--- src/tsp_pkg.sv ---
/*
 * Package for the 16-bit one-shot pulse timer: register offsets, field
 * positions, reset values and mode codes.
 * Assumes an APB slave with 32-bit data, one aligned word per register.
 */
package tsp_pkg;
	// ****************************************
	// Register byte offsets
	// ****************************************
	localparam logic [7:0] TSP_MODE_OFS = 8'h00;     // mode_ctrl_reg
	localparam logic [7:0] TSP_CAPCMP_OFS = 8'h04;   // capcmp_ctrl_reg
	localparam logic [7:0] TSP_OUTCTL_OFS = 8'h08;   // out_ctrl_reg
	localparam logic [7:0] TSP_PRESC_OFS = 8'h0c;    // prescale_mode_reg
	localparam logic [7:0] TSP_CMPA_OFS = 8'h10;     // compare_a
	localparam logic [7:0] TSP_CMPB_OFS = 8'h14;     // compare_b
	localparam logic [7:0] TSP_COUNT_OFS = 8'h18;    // count_reg, read only
	localparam logic [7:0] TSP_STATUS_OFS = 8'h1c;   // overflow flag, pulse state

	// ****************************************
	// Field positions
	// ****************************************
	localparam int TSP_RUN_LO = 2;        // run_mode_bit_lo
	localparam int TSP_RUN_HI = 3;        // run_mode_bit_hi
	localparam int TSP_OVF_BIT = 0;       // overflow_flag in mode and status
	localparam int TSP_SHOT_BIT = 6;      // soft_shot_trigger
	localparam int TSP_OUT_EN_BIT = 0;    // output enable
	localparam int TSP_INIT_LVL_BIT = 1;  // idle level of the output
	localparam int TSP_ES_LO = 4;         // trig_edge_sel_lo
	localparam int TSP_ES_HI = 5;         // trig_edge_sel_hi
	localparam int TSP_PRE_LO = 0;        // count clock select, 2 bits
	localparam int TSP_PRE_HI = 1;
	localparam int TSP_CAPB_BIT = 0;      // compare_b captures on trigger edge
	localparam int TSP_BUSY_BIT = 1;      // status: pulse in progress

	// ****************************************
	// Reset values and codes
	// ****************************************
	localparam logic [15:0] TSP_CNT_RST = 16'h0000;
	localparam logic [15:0] TSP_CNT_ONE = 16'h0001;
	localparam logic [15:0] TSP_CNT_MAX = 16'hffff;
	localparam logic [31:0] TSP_ZERO32 = 32'h0000_0000;

	// Run mode field values
	typedef enum logic [1:0] {
		TSP_RUN_STOP = 2'b00,
		TSP_RUN_CLRA = 2'b01,
		TSP_RUN_CLRE = 2'b10,
		TSP_RUN_FREE = 2'b11
	} tsp_run_t;

	// Trigger edge select codes
	localparam logic [1:0] TSP_EDGE_FALL = 2'b00;
	localparam logic [1:0] TSP_EDGE_RISE = 2'b01;
	localparam logic [1:0] TSP_EDGE_BOTH = 2'b11;

	// Prescaler divider exponents for select codes 0..2 (3 maps to 2)
	localparam logic [3:0] TSP_DIV0 = 4'h0;
	localparam logic [3:0] TSP_DIV1 = 4'h2;
	localparam logic [3:0] TSP_DIV2 = 4'h4;
endpackage

--- src/tsp_timer.sv ---
/*
 * 16-bit timer with one-shot pulse output, software or external trigger,
 * overflow flag and capture of the count into compare_b on trigger edges.
 * Assumes APB master on pclk; pins are synchronous to pclk.
 */
// Local design decisions: the register offsets and the APB interface to the registers.
`timescale 1ns/1ps
`default_nettype none

// Overview of operation
// - Writing soft_shot_trigger bit 6 clears the counter and starts counting.
// - With N below M output rises on compare B, falls on compare A.
// - With N above M output rises on A, falls on B; N equal M illegal.
// - Counter keeps running after the pulse; only run mode 00 stops it.
// - Counter starts at once when run mode becomes nonzero.
// - External trigger stays live in soft mode; pin must be held steady.
// - Edge select bits 4,5 pick rising, falling or both trigger edges.
// - Valid external edge clears and starts counter, pulse follows B and A.
// - Trigger edges during an active pulse do not restart it.
// - Start is unsynchronised to count clock; first match may slip one tick.
// - Compare registers are not guaranteed after stop.
// - Overflow flag sets on wraparound in all three running modes.
// - Clearing overflow flag before count 0001H is overridden, flag sets again.
// - Capture beats a coincident read of compare B; read data undefined.
// - Stopped timer ignores input pins; counter reads never capture.
// - One-shot works only in free-running or clear-on-edge modes.
// - Capture latches on rising pclk edge; match_b_irq rises on that same edge.
// - High pin after reset gives immediate rising edge once; not on restart.
module tsp_timer
	import tsp_pkg::*;
(
	input wire logic pclk,            // APB clock, 25 MHz
	input wire logic presetn,         // Async reset, active low
	input wire logic psel,            // APB select
	input wire logic penable,         // APB access phase
	input wire logic pwrite,          // APB direction
	input wire logic [7:0] paddr,     // APB byte address
	input wire logic [31:0] pwdata,   // APB write data
	output logic [31:0] prdata,       // APB read data
	output logic pready,              // APB ready
	output logic pslverr,             // APB error on address above status offset 1CH
	input wire logic ext_trigger_pin,  // External trigger input
	input wire logic second_capture_pin, // Second capture input
	output logic pulse_out_pin,       // One-shot pulse output
	output logic match_a_irq,         // Compare A match pulse
	output logic match_b_irq          // Compare B match or capture pulse
);
	// ****************************************
	// Declarations
	// ****************************************
	logic [3:0] mode_q;
	logic [7:0] capcmp_q;
	logic [7:0] outctl_q;
	logic [7:0] presc_q;
	logic [15:0] cmpa_q;
	logic [15:0] cmpb_q;
	logic [15:0] cnt_q;
	logic ovf_q;
	logic out_q;
	logic busy_q;
	logic [15:0] div_q;
	logic tick_pre_q;
	logic trig_q;
	logic trig2_q;
	logic trig_prev_q;
	logic armed_q;
	logic cap2_q;
	logic cap2_prev_q;
	logic wr_en;
	logic rd_en;
	logic run_on;
	logic tick;
	logic edge_ok;
	logic start_pulse;
	logic soft_shot;
	logic match_a;
	logic match_b;
	logic cnt_wrap;
	logic capture_b;
	logic clear_ovf;
	tsp_run_t run_mode;

	// Prescale exponent from the 2-bit select
	function automatic logic [3:0] div_exp(input logic [1:0] sel);
		unique case (sel)
			2'b00: div_exp = TSP_DIV0;
			2'b01: div_exp = TSP_DIV1;
			default: div_exp = TSP_DIV2;
		endcase
	endfunction

	// Edge qualifier for a pin sample pair
	function automatic logic edge_hit(input logic [1:0] sel, input logic now,
			input logic prev);
		unique case (sel)
			TSP_EDGE_FALL: edge_hit = prev && !now;
			TSP_EDGE_RISE: edge_hit = !prev && now;
			TSP_EDGE_BOTH: edge_hit = prev != now;
			default: edge_hit = 1'b0;
		endcase
	endfunction

	// ****************************************
	// APB decode
	// ****************************************
	assign wr_en = psel && penable && pwrite;
	assign rd_en = psel && penable && !pwrite;
	assign run_mode = tsp_run_t'(mode_q[TSP_RUN_HI:TSP_RUN_LO]);
	assign run_on = run_mode != TSP_RUN_STOP;
	assign soft_shot = wr_en && (paddr == TSP_OUTCTL_OFS) && pwdata[TSP_SHOT_BIT];
	assign clear_ovf = wr_en && (paddr == TSP_MODE_OFS) && !pwdata[TSP_OVF_BIT];

	// Zero-wait slave: ready with every access phase
	always_ff @(posedge pclk or negedge presetn) begin
		if (!presetn) begin
			pready <= 1'b0;
			pslverr <= 1'b0;
		end else begin
			pready <= psel && !penable;
			pslverr <= psel && !penable && (paddr > TSP_STATUS_OFS);
		end
	end

	// Read mux; one cycle late because prdata is registered
	always_ff @(posedge pclk or negedge presetn) begin
		if (!presetn) begin
			prdata <= TSP_ZERO32;
		end else if (psel && !penable) begin
			unique case (paddr)
				TSP_MODE_OFS: prdata <= {28'h0000000, mode_q[3:1], ovf_q};
				TSP_CAPCMP_OFS: prdata <= {24'h000000, capcmp_q};
				TSP_OUTCTL_OFS: prdata <= {24'h000000, outctl_q};
				TSP_PRESC_OFS: prdata <= {24'h000000, presc_q};
				TSP_CMPA_OFS: prdata <= {16'h0000, cmpa_q};
				// Capture in this cycle wins; value is whatever stood before
				TSP_CMPB_OFS: prdata <= {16'h0000, cmpb_q};
				TSP_COUNT_OFS: prdata <= {16'h0000, cnt_q};
				TSP_STATUS_OFS: prdata <= {30'h00000000, busy_q, ovf_q};
				default: prdata <= TSP_ZERO32;
			endcase
		end
	end

	// ****************************************
	// Control registers
	// ****************************************
	always_ff @(posedge pclk or negedge presetn) begin
		if (!presetn) begin
			mode_q <= 4'h0;
			capcmp_q <= 8'h00;
			outctl_q <= 8'h00;
			presc_q <= 8'h00;
		end else if (wr_en) begin
			// Run field written here starts or stops at once
			if (paddr == TSP_MODE_OFS)
				mode_q <= pwdata[3:0];
			if (paddr == TSP_CAPCMP_OFS)
				capcmp_q <= pwdata[7:0];
			// Shot bit is a strobe, never stored
			if (paddr == TSP_OUTCTL_OFS)
				outctl_q <= pwdata[7:0] & 8'hbf;
			if (paddr == TSP_PRESC_OFS)
				presc_q <= pwdata[7:0];
		end
	end

	// Compare registers; compare_b doubles as capture register
	// Values survive a stop, but software must not count on it
	always_ff @(posedge pclk or negedge presetn) begin
		if (!presetn) begin
			cmpa_q <= TSP_CNT_RST;
			cmpb_q <= TSP_CNT_RST;
		end else begin
			if (wr_en && paddr == TSP_CMPA_OFS)
				cmpa_q <= pwdata[15:0];
			// Capture has priority over a software write
			if (capture_b)
				cmpb_q <= cnt_q;
			else if (wr_en && paddr == TSP_CMPB_OFS)
				cmpb_q <= pwdata[15:0];
		end
	end

	// ****************************************
	// Count clock prescaler
	// ****************************************
	// Free divider, not restarted by triggers: start skew up to one tick
	always_ff @(posedge pclk or negedge presetn) begin
		if (!presetn) begin
			div_q <= TSP_CNT_RST;
			tick_pre_q <= 1'b0;
		end else begin
			div_q <= div_q + TSP_CNT_ONE;
			tick_pre_q <= (div_q & ((TSP_CNT_ONE << div_exp(presc_q[TSP_PRE_HI:TSP_PRE_LO]))
				- TSP_CNT_ONE)) == TSP_CNT_RST;
		end
	end
	assign tick = tick_pre_q && run_on;

	// ****************************************
	// Trigger pin sampling and edge detect
	// ****************************************
	// Samples keep tracking the pin once armed, even while stopped, so a
	// restart sees no stale edge; only run_on lets an edge act on the timer
	always_ff @(posedge pclk or negedge presetn) begin
		if (!presetn) begin
			trig_q <= 1'b0;
			trig2_q <= 1'b0;
			trig_prev_q <= 1'b0;
			armed_q <= 1'b0;
			cap2_q <= 1'b0;
			cap2_prev_q <= 1'b0;
		end else if (tick_pre_q && (run_on || armed_q)) begin
			trig_q <= ext_trigger_pin;
			trig2_q <= trig_q; // two equal samples filter glitches
			cap2_q <= second_capture_pin;
			if (trig_q == trig2_q)
				trig_prev_q <= trig2_q;
			cap2_prev_q <= cap2_q;
			armed_q <= 1'b1;
		end
	end

	// Prev starts low after reset, so a high pin yields one rising edge
	assign edge_ok = run_on && tick && armed_q && (trig_q == trig2_q)
		&& edge_hit(presc_q[TSP_ES_HI:TSP_ES_LO], trig2_q, trig_prev_q);
	assign capture_b = edge_ok && capcmp_q[TSP_CAPB_BIT];

	// Edge restarts only when no pulse is active
	assign start_pulse = soft_shot && run_on
		|| edge_ok && !busy_q && (run_mode != TSP_RUN_CLRA);

	// ****************************************
	// Counter
	// ****************************************
	assign match_a = tick && cnt_q == cmpa_q;
	assign match_b = tick && cnt_q == cmpb_q;
	assign cnt_wrap = tick && cnt_q == TSP_CNT_MAX;

	always_ff @(posedge pclk or negedge presetn) begin
		if (!presetn) begin
			cnt_q <= TSP_CNT_RST;
		end else if (!run_on) begin
			cnt_q <= TSP_CNT_RST;
		end else if (start_pulse) begin
			cnt_q <= TSP_CNT_RST;
		end else if (match_a && run_mode == TSP_RUN_CLRA) begin
			cnt_q <= TSP_CNT_RST;
		end else if (tick) begin
			cnt_q <= cnt_q + TSP_CNT_ONE;
		end
	end

	// Overflow: set wins over clear, and re-asserts until count reaches 0001H
	always_ff @(posedge pclk or negedge presetn) begin
		if (!presetn) begin
			ovf_q <= 1'b0;
		end else if (cnt_wrap) begin
			ovf_q <= 1'b1;
		end else if (clear_ovf) begin
			ovf_q <= run_on && cnt_q == TSP_CNT_RST && ovf_q;
		end
	end

	// ****************************************
	// Pulse output
	// ****************************************
	// Busy from trigger until the closing match; only outside clear-on-A mode
	always_ff @(posedge pclk or negedge presetn) begin
		if (!presetn) begin
			busy_q <= 1'b0;
			out_q <= 1'b0;
		end else if (!run_on) begin
			busy_q <= 1'b0;
			out_q <= outctl_q[TSP_INIT_LVL_BIT];
		end else if (start_pulse && run_mode != TSP_RUN_CLRA) begin
			busy_q <= 1'b1;
			out_q <= outctl_q[TSP_INIT_LVL_BIT];
		end else if (busy_q) begin
			if (cmpb_q < cmpa_q) begin
				if (match_b)
					out_q <= !outctl_q[TSP_INIT_LVL_BIT];
				if (match_a) begin
					out_q <= outctl_q[TSP_INIT_LVL_BIT];
					busy_q <= 1'b0;
				end
			end else begin
				if (match_a)
					out_q <= !outctl_q[TSP_INIT_LVL_BIT];
				if (match_b) begin
					out_q <= outctl_q[TSP_INIT_LVL_BIT];
					busy_q <= 1'b0;
				end
			end
		end
	end

	// Registered pins and match pulses
	always_ff @(posedge pclk or negedge presetn) begin
		if (!presetn) begin
			pulse_out_pin <= 1'b0;
			match_a_irq <= 1'b0;
			match_b_irq <= 1'b0;
		end else begin
			pulse_out_pin <= out_q && outctl_q[TSP_OUT_EN_BIT];
			match_a_irq <= match_a;
			match_b_irq <= match_b || capture_b;
		end
	end
endmodule

`default_nettype wire

--- config.mk ---
export PLATFORM = sky130hd
export DESIGN_NAME = tsp_timer
export DESIGN_NICKNAME = d
export VERILOG_FILES = /design/src/tsp_pkg.sv /design/src/tsp_timer.sv
export SDC_FILE = /design/constraint.sdc
export NUM_CORES = 1
export LEC_CHECK = 0
export BUFFER_PORTS_ARGS = -buffer_cell sky130_fd_sc_hd__clkbuf_2
export CAP_MARGIN = 15
export CORE_UTILIZATION = 58
export DETAILED_ROUTE_END_ITERATION = 10
export HOLD_SLACK_MARGIN = 0.08
export PLACE_DENSITY_LB_ADDON = 0.08
export REMOVE_ABC_BUFFERS = 1
export SETUP_SLACK_MARGIN = 0.15
export SKIP_CTS_REPAIR_TIMING = 1
export SLEW_MARGIN = 20
export SYNTH_ARGS = -nofsm -noshare
export SYNTH_HDL_FRONTEND = slang
export SYNTH_SLANG_ARGS = --single-unit
export TNS_END_PERCENT = 50
--- constraint.sdc ---
create_clock -name pclk -period 3.2 [get_ports pclk]
set_input_delay 0.64 -clock pclk [delete_from_list [all_inputs] [get_ports pclk]]
set_output_delay 0.64 -clock pclk [all_outputs]
set_load 0.01 [all_outputs]
==> results summary <==
The total routing usage reported by global routing is 28.85%. The row count is 38. The data arrival time of the worst path is 3200 ps. In the routed design, unresolved DRC markers number 0. The post-synthesis instance area came out at 0.006442 sq mm.

The core region is 0.01084 sq mm. The min-delay analysis places its worst path in the category in2async. Detailed routing inserted a total of 4749 vias. Synthesis inferred 118 register bits. The final worst clock skew is 8.453 ps. The worst setup path is captured at a register. The horizontal extent of the die came out at 107.4 um. The start point of the critical path is cmpa_q[4]. STA classifies the critical path startpoint as a register. The overall die height came out at 107.4 um.

Across the run, the number of max-cap violations was 0. The post-detailed-route via-to-cell ratio came out at 5.885. The post-synthesis sequential area ratio is 45.83%. The longest clock path from root to sink contains 2 buffers. The static leakage is 3.343 nW. The final worst-path setup slack came out at 452.9 ps.

The starting density of the core came out at 59.43%. The via count of the first global-routing pass is 4550. The transition time at the pin with the least slew margin is 715.6 ps. The number of buffers added by the clock tree synthesis step is 17. The worst register-to-register path begins at cmpa_q[4]. The clock sink count is 118. The critical path runs through a total of 9 cells. The total die area came out at 0.01153 sq mm. The insertion delay of the later-clocked pin in the worst-skew pair is 530 ps. Following the worst setup path forward leads to its endpoint at out_q. The worst setup slack for register-to-register paths came out at 450 ps.

On the critical path the largest part of the delay comes from compound AO/OA/AOI/OAI gates. The largest single stage delay on the critical path is 470 ps. The final hold slack is 166.8 ps. The most frequently used flop master after synthesis is dfrtp_1. The category of the critical setup timing path is reg2reg. The Yosys warning count is 0. Walking the worst path, the cells encountered are inv_1 -> ha_1 -> a21o_1 -> a211oi_1 -> o21ai_0 -> a2111oi_2 -> mux2i_1 -> mux2_1 -> o211ai_1. For the finished layout, the period the worst path requires is 2747 ps.

The mean routed wirelength per cell is 19.06 um. The number of failing setup endpoints in the final timing report came out at 0. The final net count is 722. STA puts the critical path data required time at 3650 ps. After the first detailed-routing iteration, the DRC count stood at 374.

TritonCTS built the clock tree. The post-synthesis to final-layout area growth came out at 14.14%. The count of TritonRoute iterations in the first routing pass came out at 7. The cell count of the worst reg-to-reg path is 9. The maximum clock frequency came out at 364.0 MHz. The number of H-tree levels came out at 4.

The I/O pin count came out at 84. The final hold violation count is 0. The HPWL after detailed placement is 10.77 mm.

Of the available clock period, the critical path in the final layout requires 85.85%. The setup TNS after final layout came out at 0 ps. The worst reg2reg path endpoint is out_q. The remaining global-route overflow came out at 0.

Power comes to 4.097 mW. In this run the mean area of a mapped cell was 10.61 sq um. The count of inserted antenna diode cells is 0. The remaining max-slew budget at the tightest pin is 52.29%.

The wire length of the first global-routing pass is 24.36 mm. The max-slew violation count came out at 0. Of all flip-flops after synthesis, the portion carrying an async set or reset was 100.0%. The total wirelength of the detailed-routed design is 15.38 mm.

Routability-driven placement finished with a final weighted congestion of 0.8749. The synthesized instance count is 607. The run finished with clean final reports. The total power divided by cell area came out at 557.2 mW/mm^2. After synthesis, the netlist uses 59 different library cells. The maximum fanout along the worst path came out at 4. After clock tree synthesis, the clock-pin slew on the worst setup and hold paths is 60 ps. The share of cells above drive strength 1 came out at 23.54%. The largest net degree at the start of global routing came out at 56.

The minimum setup slack after placement is 441.8 ps. For this design, the slowest cell found on the critical path is a2111oi_2. The synthesized design contains 0 enable-type register cells. The maximum resistive drop on vdd is 542.4 uV. The count of buffers from port buffering is 50. CTS placed an instance of clkbuf_8 at the clock tree root. The buffering stage count on the worst path with inverters included came out at 1. Setup repair after global routing left no endpoint under its margin.

At the end of the flow the core is filled with cells to 67.83%. The initial antenna violation count came out at 0. The number of nets with antenna violations after routing is 0.
==> sequential cells by signal, summed over array words and instances, names as in the netlist, 3 cells and up <==
| signal | flops |
|---|---|
| cmpb_q | 16 |
| presc_q | 8 |
| cnt_q | 16 |
| mode_q | 3 |
| capcmp_q | 8 |
| prdata | 16 |
| outctl_q | 7 |
| div_q | 15 |
| cmpa_q | 16 |
==> through the flow <==
step / std cells / cell area, sq um
after global routing: 807 / 7353
after CTS: 807 / 7353
after global placement: 775 / 6741
after detailed placement: 775 / 6741
after floorplan: 569 / 6181
final: 807 / 7353
==> layout by cell type, fill, tap and decap left out, drive strengths merged, types with 6 or more instances in the layout <==
cell type    n
a21o        12
a21oi       24
a222oi      19
a22oi        6
and3         9
buf         17
clkbuf      68
clkinv       6
conb        18
dfrtp      118
ha          21
inv         26
mux2        43
mux2i       18
nand2       38
nand3       16
nand4       16
nor2        51
nor4         7
o21ai       19
xnor2       49
xor2        12
==> layer usage <==
metal | GRT usage, % | part of all wire (%) | vias up
li1 | - | - | 2217
met1 | 39.21 | 44 | 2363
met2 | 44.56 | 48 | 153
met3 | 7.446 | 6.7 | 16
met4 | 10.67 | 1.1 | 0
met5 | 0 | 0 | -
==> cells by family after synthesis <==
kind of cell    synth area share [%]
compound gates                 11.42
xor+xnor                       8.293
fa+ha+maj                      4.078
buf+inv                        6.506
flops                          45.83
mux                            10.31
other cells                   0.1166
simple gates                   13.44
==> where the power goes <==
group | internal (mW) | leakage, nW | switching [mW] | total [mW]
logic | 0.184 | 1.53 | 0.269 | 0.453
clock network | 1.28 | 0.294 | 0.693 | 1.97
registers | 1.56 | 1.52 | 0.113 | 1.67
total | 3.02 | 3.34 | 1.07 | 4.10
==> worst reg2reg max path: stages, from the launching register on <==
cell       delay [ps]
dfrtp_1           410
inv_1              70
ha_1              310
a21o_1            190
a211oi_1          260
o21ai_0           160
a2111oi_2         470
mux2i_1           380
mux2_1            360
o211ai_1           80
==> cell type report <==
cell class	instances	area (sq um)
clock buffer	19	431.7
fill	839	3487
timing repair buffer	66	385.4
sequential	118	2953
inverter	26	97.59
clock inverter	13	180.2
multi-input combinational	425	3131
tap	140	175.2
==> worst min path at each step <==
stage	startpoint	endpoint	cells past startpoint
2_1_floorplan	presetn	armed_q	0
3_3_place_gp	div_q[12]	div_q[12]	1
3_5_place_dp	div_q[5]	div_q[5]	1
4_1_cts	presetn	cmpa_q[12]	1
5_1_grt	presetn	cmpa_q[8]	1
6_report	presetn	cmpb_q[9]	1
==> Yosys cell counts (3+ instances only) <==
master,instances,area share (%)
a21o_1,12,1.4
clkbuf_1,9,0.52
ha_1,21,4.1
inv_1,26,1.5
nand4_1,16,1.6
dfrtp_1,118,46
nor4_1,4,0.39
o211ai_1,3,0.35
nor2_1,49,2.9
nand3_1,15,1.2
a21oi_1,24,1.9
and4_1,3,0.41
nand2b_1,4,0.39
nand2_1,35,2.0
mux2_2,42,7.3
a222oi_1,19,3.0
and3_1,9,0.87
a31oi_1,4,0.39
buf_6,3,0.52
xnor2_1,49,6.7
a221oi_1,3,0.41
xor2_1,12,1.6
nand2_2,3,0.29
a22oi_1,6,0.70
o21ai_0,19,1.5
buf_4,18,2.1
and2_1,3,0.29
buf_2,22,1.7
mux2i_1,18,2.8
Note: power is estimated with default switching activity, not from simulation.
